**src/icl_pkg.sv**
```systemverilog
// constants for the interrupt clearing block: offsets, fields and reset values
package icl_pkg;

    // ------------------------------------------------------------
    // bus widths and group count
    // ------------------------------------------------------------
    localparam int ADDR_W = 12;
    localparam int DATA_W = 8;
    localparam int NUM_GRP = 6;

    // ------------------------------------------------------------
    // flag group indices
    // ------------------------------------------------------------
    localparam int GI_SYS_EE = 0;
    localparam int GI_REF_AB = 1;
    localparam int GI_REF_CD = 2;
    localparam int GI_L0_LOCK = 3;
    localparam int GI_L0_STATE = 4;
    localparam int GI_L0_MISC = 5;
    // groups below this index form the common group, the rest digital_loop_0
    localparam int GI_FIRST_LOOP0 = 3;

    // ------------------------------------------------------------
    // register offsets
    // ------------------------------------------------------------
    localparam logic [ADDR_W-1:0] OFF_FORCED_FAULT = 12'ha03;
    localparam logic [ADDR_W-1:0] OFF_FREQ_SKIP = 12'ha04;
    localparam logic [ADDR_W-1:0] OFF_GROUP_CLEAR = 12'ha05;
    // clearing offsets, group 0 in the low slice
    localparam logic [NUM_GRP*ADDR_W-1:0] CLR_OFFS =
        {12'ha0b, 12'ha0a, 12'ha09, 12'ha08, 12'ha07, 12'ha06};
    // flag view offsets, group 0 in the low slice
    localparam logic [NUM_GRP*ADDR_W-1:0] MON_OFFS =
        {12'hd0b, 12'hd0a, 12'hd09, 12'hd08, 12'hd07, 12'hd06};
    localparam logic [ADDR_W-1:0] OFF_MON_ALERT = 12'hd05;

    // ------------------------------------------------------------
    // field positions
    // ------------------------------------------------------------
    localparam int GB_ALL = 0;
    localparam int GB_COMMON = 1;
    localparam int GB_LOOP0 = 2;
    localparam int GB_LOOP1 = 3;
    localparam int GB_LOOP3 = 5;
    localparam int GB_WDOG = 7;
    localparam int B_INPUT_A = 0;
    localparam int B_ALERT = 0;

    // ------------------------------------------------------------
    // implemented bit masks and reset values
    // ------------------------------------------------------------
    localparam logic [DATA_W-1:0] MASK_FULL = 8'hff;
    localparam logic [DATA_W-1:0] MASK_REF = 8'h77;
    localparam logic [NUM_GRP*DATA_W-1:0] GRP_MASKS =
        {MASK_FULL, MASK_FULL, MASK_FULL, MASK_REF, MASK_REF, MASK_FULL};
    localparam logic [DATA_W-1:0] RST_BYTE = 8'h00;
    localparam logic [2:0] RST_LOOP_CLR = 3'h0;
    localparam logic RST_BIT = 1'b0;

endpackage : icl_pkg

```
**src/icl_irq_clear.sv**
```systemverilog
// interrupt flag store with write-to-clear control and input a fault qualifier
//
// Strobed register access was chosen for this implementation.
`timescale 1ns/1ps

module icl_irq_clear
    import icl_pkg::*;
(
    input  wire logic              clk_sys,
    input  wire logic              rst_n,
    // register port
    input  wire logic [ADDR_W-1:0] reg_addr,
    input  wire logic [DATA_W-1:0] reg_wdata,
    input  wire logic              reg_wr,
    input  wire logic              reg_rd,
    output logic      [DATA_W-1:0] reg_rdata,
    // event inputs, one cycle high per event, same clock
    input  wire logic [DATA_W-1:0] evt_system_clock_pll_eeprom,
    input  wire logic [DATA_W-1:0] evt_ref_a_b,
    input  wire logic [DATA_W-1:0] evt_ref_c_d,
    input  wire logic [DATA_W-1:0] evt_loop0_lock,
    input  wire logic [DATA_W-1:0] evt_loop0_state,
    input  wire logic [DATA_W-1:0] evt_loop0_misc,
    input  wire logic              evt_watchdog_alert,
    input  wire logic              input_a_freq_fault,
    // flag views
    output logic      [DATA_W-1:0] mon_system_clock_pll_eeprom,
    output logic      [DATA_W-1:0] mon_ref_a_b,
    output logic      [DATA_W-1:0] mon_ref_c_d,
    output logic      [DATA_W-1:0] mon_loop0_lock,
    output logic      [DATA_W-1:0] mon_loop0_state,
    output logic      [DATA_W-1:0] mon_loop0_misc,
    output logic                   mon_watchdog_alert,
    output logic                   irq_request,
    output logic      [2:0]        clear_loop_group,
    output logic                   input_a_faulted
);

    // ------------------------------------------------------------
    // group clear decode
    // ------------------------------------------------------------
    wire grp_wr = reg_wr && (reg_addr == OFF_GROUP_CLEAR);
    wire sweep_all = grp_wr && reg_wdata[GB_ALL];
    wire sweep_common = grp_wr && reg_wdata[GB_COMMON];
    wire sweep_loop0 = grp_wr && reg_wdata[GB_LOOP0];
    wire sweep_wdog = grp_wr && reg_wdata[GB_WDOG];

    // loops 1..3 hold their flags elsewhere; they get a one-cycle clear pulse
    wire [2:0] next_loop_clr =
        {3{grp_wr}} & (reg_wdata[GB_LOOP3:GB_LOOP1] | {3{reg_wdata[GB_ALL]}});

    wire [DATA_W-1:0] evt_w [NUM_GRP];
    logic [DATA_W-1:0] flag [NUM_GRP];
    logic [DATA_W-1:0] clr_q [NUM_GRP];
    wire [DATA_W-1:0] next_flag [NUM_GRP];
    // read terms are or-ed along a chain; every offset selects one term at most
    wire [DATA_W-1:0] rd_acc [NUM_GRP+1];

    assign evt_w[GI_SYS_EE] = evt_system_clock_pll_eeprom;
    assign evt_w[GI_REF_AB] = evt_ref_a_b;
    assign evt_w[GI_REF_CD] = evt_ref_c_d;
    assign evt_w[GI_L0_LOCK] = evt_loop0_lock;
    assign evt_w[GI_L0_STATE] = evt_loop0_state;
    assign evt_w[GI_L0_MISC] = evt_loop0_misc;

    // ------------------------------------------------------------
    // per-group clearing register and flag store
    // ------------------------------------------------------------
    genvar g;
    generate
        for (g = 0; g < NUM_GRP; g++)
        begin : grp
            localparam logic [DATA_W-1:0] VMASK = GRP_MASKS[g*DATA_W +: DATA_W];
            wire own_hit = reg_wr && (reg_addr == CLR_OFFS[g*ADDR_W +: ADDR_W]);
            // a written zero bit contributes nothing; reserved bits are dropped
            wire [DATA_W-1:0] own_clr = own_hit ? (reg_wdata & VMASK) : RST_BYTE;
            wire sweep = sweep_all || ((g < GI_FIRST_LOOP0) ? sweep_common : sweep_loop0);
            wire [DATA_W-1:0] next_clr = own_clr | ({DATA_W{sweep}} & VMASK);
            // set term last so an event in the clearing cycle survives
            assign next_flag[g] = (flag[g] & ~clr_q[g]) | (evt_w[g] & VMASK);
            wire mon_sel = (reg_addr == MON_OFFS[g*ADDR_W +: ADDR_W]);
            assign rd_acc[g+1] = rd_acc[g] | (mon_sel ? flag[g] : RST_BYTE);

            always_ff @(posedge clk_sys)
            begin
                if (!rst_n)
                begin
                    clr_q[g] <= RST_BYTE;
                    flag[g] <= RST_BYTE;
                end
                else
                begin
                    clr_q[g] <= next_clr;   // one cycle only, then back to zero
                    flag[g] <= next_flag[g];
                end
            end
        end
    endgenerate

    // bit positions of each group follow the flag layout one to one:
    // system_clock_pll/eeprom 7 unlock,6 stable,5 lock,4 cal end,3 cal start,
    // 2 watchdog expiry,1 eeprom fault,0 eeprom done
    // ref a/b: 6..4 b valid/fault cleared/fault, 2..0 same for a
    // ref c/d: 6..4 d, 2..0 c
    // loop0 lock: 7 unclamp,6 clamp,5 slew free,4 slew limit,
    // 3 freq lost,2 freq lock,1 phase lost,0 phase lock
    // loop0 state: 7 switch,6 free run,5 holdover,4 history,
    // 3..0 input d..a activated
    // loop0 misc: 7 phase step,6 demap unclamp,5 demap clamp,
    // 4 dist sync,3 analog unlock,2 analog lock,1 cal end,0 cal start

    assign mon_system_clock_pll_eeprom = flag[GI_SYS_EE];
    assign mon_ref_a_b = flag[GI_REF_AB];
    assign mon_ref_c_d = flag[GI_REF_CD];
    assign mon_loop0_lock = flag[GI_L0_LOCK];
    assign mon_loop0_state = flag[GI_L0_STATE];
    assign mon_loop0_misc = flag[GI_L0_MISC];

    // ------------------------------------------------------------
    // watchdog alert flag
    // ------------------------------------------------------------
    logic alert_clr_q;
    wire next_alert_clr = sweep_wdog || sweep_all;
    wire next_alert = (mon_watchdog_alert && !alert_clr_q) || evt_watchdog_alert;

    always_ff @(posedge clk_sys)
    begin
        if (!rst_n)
        begin
            alert_clr_q <= RST_BIT;
            mon_watchdog_alert <= RST_BIT;
            clear_loop_group <= RST_LOOP_CLR;
        end
        else
        begin
            alert_clr_q <= next_alert_clr;
            mon_watchdog_alert <= next_alert;
            clear_loop_group <= next_loop_clr;
        end
    end

    // ------------------------------------------------------------
    // interrupt request
    // ------------------------------------------------------------
    wire any_flag = next_alert
                  || (|next_flag[GI_SYS_EE]) || (|next_flag[GI_REF_AB])
                  || (|next_flag[GI_REF_CD]) || (|next_flag[GI_L0_LOCK])
                  || (|next_flag[GI_L0_STATE]) || (|next_flag[GI_L0_MISC]);

    always_ff @(posedge clk_sys)
    begin
        if (!rst_n)
            irq_request <= RST_BIT;
        else
            irq_request <= any_flag;
    end

    // ------------------------------------------------------------
    // input a qualifier: forced fault and frequency check skip
    // ------------------------------------------------------------
    logic forced_fault;
    logic freq_skip;
    wire ff_wr = reg_wr && (reg_addr == OFF_FORCED_FAULT);
    wire skip_wr = reg_wr && (reg_addr == OFF_FREQ_SKIP);
    wire next_forced_fault = ff_wr ? reg_wdata[B_INPUT_A] : forced_fault;
    wire next_freq_skip = skip_wr ? reg_wdata[B_INPUT_A] : freq_skip;
    wire next_a_faulted = forced_fault || (!freq_skip && input_a_freq_fault);

    always_ff @(posedge clk_sys)
    begin
        if (!rst_n)
        begin
            forced_fault <= RST_BIT;
            freq_skip <= RST_BIT;
            input_a_faulted <= RST_BIT;
        end
        else
        begin
            forced_fault <= next_forced_fault;
            freq_skip <= next_freq_skip;
            input_a_faulted <= next_a_faulted;
        end
    end

    // ------------------------------------------------------------
    // read path; clearing registers and unmapped offsets read zero
    // ------------------------------------------------------------
    wire              ff_sel     = (reg_addr == OFF_FORCED_FAULT);
    wire              skip_sel   = (reg_addr == OFF_FREQ_SKIP);
    wire              alert_sel  = (reg_addr == OFF_MON_ALERT);
    wire [DATA_W-1:0] ff_word    = {{(DATA_W-1){1'b0}}, ff_sel && forced_fault} << B_INPUT_A;
    wire [DATA_W-1:0] skip_word  = {{(DATA_W-1){1'b0}}, skip_sel && freq_skip} << B_INPUT_A;
    wire [DATA_W-1:0] alert_word = {{(DATA_W-1){1'b0}}, alert_sel && mon_watchdog_alert} << B_ALERT;

    assign rd_acc[0] = ff_word | skip_word | alert_word;

    // outside a read strobe the data lines rest at zero
    wire [DATA_W-1:0] next_rdata = reg_rd ? rd_acc[NUM_GRP] : RST_BYTE;

    always_ff @(posedge clk_sys)
    begin
        if (!rst_n)
            reg_rdata <= RST_BYTE;
        else
            reg_rdata <= next_rdata;
    end

endmodule : icl_irq_clear

```
**config.mk**
```make
export PLATFORM = sky130hd
export DESIGN_NAME = icl_irq_clear
export DESIGN_NICKNAME = d
export VERILOG_FILES = /design/src/icl_pkg.sv /design/src/icl_irq_clear.sv
export SDC_FILE = /design/constraint.sdc
export NUM_CORES = 1
export LEC_CHECK = 0
export BUFFER_PORTS_ARGS = -buffer_cell sky130_fd_sc_hd__clkbuf_2
export CAP_MARGIN = 20
export CORE_MARGIN = 8
export CORE_UTILIZATION = 49
export CTS_BUF_LIST = sky130_fd_sc_hd__clkbuf_16
export DETAILED_ROUTE_END_ITERATION = 10
export PLACE_DENSITY = 0.87
export SLEW_MARGIN = 0
export SYNTH_ARGS = -nofsm -noshare
export SYNTH_HDL_FRONTEND = slang
export SYNTH_SLANG_ARGS = --single-unit
```
**constraint.sdc**
```tcl
create_clock -name clk_sys -period 1.4 [get_ports clk_sys]
set_input_delay 0 -clock clk_sys [delete_from_list [all_inputs] [get_ports clk_sys]]
set_output_delay 0 -clock clk_sys [all_outputs]
set_load 0.005 [all_outputs]
```
==> qor.yml <==
outcome:
  outcome: "finished clean"
finish:
  n_fill_cell: 513
  drive_above_1_share: 0.298
  nNetsFinal: 753
  multi_input_comb_area_um2: 1600
  stdcell_count: 787
  layout_common_cells: "127 x clkbuf_2, 105 x dfxtp_1, 84 x a21oi_1"
  syn_to_final_growth_pct: 48.5
  ff_latch_area_um2: 2100
  stdcell_area_um2: 5800
  final_common_cell: "clkbuf_2"
floorplan:
  ios: 136
  die_width_um: 105
  core_um2: 7730
  start_util: 0.505
  rows: 32
  die_h_um: 105
  dieArea_um2: 11100
sta:
  setup-violations-final: 0
  hold_viol_final: 0
  clock-skew-final_ns: 0.00682
  finalMaxSlewViolations: 0
  fin_setup_tns_ns: 0
  min_period_ns: 1.34
  fmax_mhz: 744
  finalCritPeriodShare: 0.960
  rsz0062_at_grt: "true"
power:
  p_int_mw: 4.70
  peakVddDrop_mv: 0.701
  power_leakage_nw: 2.43
  p_switching_mw: 1.64
  pwr-share-comb: 0.120
  p_seq_frac: 0.498
  p_per_area_nw_per_um2: 1090
  power_frac_clock: 0.382
  netSwitchingFraction: 0.259
routing:
  routed_via_density: 5.45
  post_drt_wl_per_cell_um: 18.1
  drt_iter0_drc: 363
  vias: 4293
  drc_errors: 0
  ant_nets: 0
  drt-total-wl_um: 14300
  dr.pass1.iters: 5
setup_path:
  worstPathMaxFanout: 2
  start_kind: "register"
  worstPathArrival_ns: 1.57
  endpoint_kind: "register"
  crit_type: "reg2reg"
  worstPathRequired_ns: 1.62
clocking:
  cts_buffers: 9
  cts.htree.levels: 3
  path_clk_slew_ns: 0.07
  cts_tree: "built"
  post_cts.repair.setup_buffers: 0
  worstSkewPairLatency_ns: 0.35
  cts_buffer_depth: 2
  clockRootBuffer: "clkbuf_16"
  cts_sinks: 105
global_route:
  grt_pass1_wl_um: 22400
  grt_max_degree: 90
  grt_overflow_total: 0
  grt_antenna_before_repair: 1
  first_global_vias: 4384
  grt_use_total: 0.251
place:
  placed_area_um2: 4920
  hpwl_um: 10000
  port_buffers: 127
  place.gp.congestion: 0.936
  dp_cells: 716
synth:
  synth_area_um2: 3900
  synth-seq-cells: 105
  syn_avg_cell_area_um2: 8.38
  synth_flop_cell: "dfxtp_1"
  synthDistinctLibCells: 37
  ys_warn_count: 0
  synth_seq_area_share: 0.538
  synth_edf_count: 0
  async_reset_ff_frac: 0
  synth_cells: 466
run:
  drv_cap: 0
min_path:
  holdCritPathClass: "in2reg"
-- power groups by stage --
stage | Clock, mW | Combinational, mW | Sequential (mW)
after floorplan | 0 | 0.218 | 3.22
after global placement | 0 | 0.596 | 3.22
after detailed placement | 0 | 0.613 | 3.22
after CTS | 2.42 | 0.738 | 3.15
after global routing | 2.55 | 0.818 | 3.17
final | 2.42 | 0.761 | 3.16
-- what timing repair did --
item	4_1_cts	5_1_grt
resized for setup	0	10
setup endpoints to repair	0	1
hold buffers	54	0
endpoints found under the hold margin	75	0
-- metrics by stage --
| step | power, mW | hold slack (ns) | util | setup WS, ns |
|---|---|---|---|---|
| floorplan | 3.44 | 0.116 | - | 0.166 |
| global placement | 3.81 | 0.219 | 0.637 | 0.0162 |
| detailed placement | 3.84 | 0.230 | 0.637 | 0.00812 |
| CTS | 6.31 | 0.00351 | 0.744 | 0.0155 |
| global route | 6.54 | 0.00470 | 0.750 | -0.0372 |
| finish | 6.35 | 0.0191 | 0.750 | 0.0564 |
-- critical path: stages, from the launching register on --
cell and delay (ns):
dfxtp_1 0.31, nor2b_1 0.14, nor4_1 0.30, nand4_1 0.19, nor3_2 0.18, a31oi_1 0.11
-- final timing paths --
| kind | startpoint | to | slack (ns) | cells after the start |
|---|---|---|---|---|
| max | flag[5][6] | irq_request | 0.06 | 5 |
| min | rst_n | flag[3][4] | 0.02 | 2 |
| max reg2reg | flag[5][6] | irq_request | 0.06 | 5 |
| min reg2reg | flag[5][4] | reg_rdata[4] | 0.50 | 2 |
-- sequential cells by signal, indices dropped and copies added, names as in the netlist --
name and count:
alert_clr_q 1, clear_loop_group 3, clr_q 44, flag 44
forced_fault 1, freq_skip 1, input_a_faulted 1, irq_request 1
mon_watchdog_alert 1, reg_rdata 8
-- area by class of cell --
cell class | count | share of cell area
repair buffers | 223 | 0.264
diodes | 1 | 0.000431
clock buffers | 9 | 0.0388
well taps | 102 | 0.0220
inverters | 41 | 0.0265
multi-input cells | 299 | 0.275
flip-flops and latches | 105 | 0.362
clock inverters | 7 | 0.0110
-- kinds of logic (layout without fill, tap and decap cells) --
group,Yosys count,count (layout),share of synthesized area
simple gates,171,171,0.207
mux,7,7,0.0179
flops,105,105,0.538
buf+inv,65,280,0.0679
other cells,1,5,0.000960
compound gates,117,117,0.168
-- Yosys cell counts, types with 2 or more instances --
library cell | number | area share
nor2b_1 | 11 | 0.018
nor3_1 | 2 | 0.0026
o21ai_1 | 2 | 0.0026
nor4_1 | 7 | 0.011
dfxtp_1 | 105 | 0.54
nor3_2 | 3 | 0.0077
clkbuf_1 | 14 | 0.013
a22oi_1 | 2 | 0.0038
nand2b_1 | 4 | 0.0064
a222oi_1 | 7 | 0.018
buf_2 | 5 | 0.0064
nor2_1 | 62 | 0.060
a22o_1 | 2 | 0.0045
buf_4 | 4 | 0.0077
o21a_1 | 4 | 0.0077
nand4_1 | 11 | 0.018
inv_1 | 40 | 0.038
o21ai_0 | 6 | 0.0077
mux2i_1 | 7 | 0.018
nand2_1 | 58 | 0.056
nand3_1 | 5 | 0.0064
a21oi_1 | 90 | 0.12
-- metal layers --
layer,vias up,part of all wire,GRT usage
met1,1986,0.37,0.282
met2,274,0.49,0.429
li1,1987,-,-
met5,-,0,0
met3,46,0.097,0.0682
met4,0,0.039,0.123
Power figures use the tool's default switching activity.
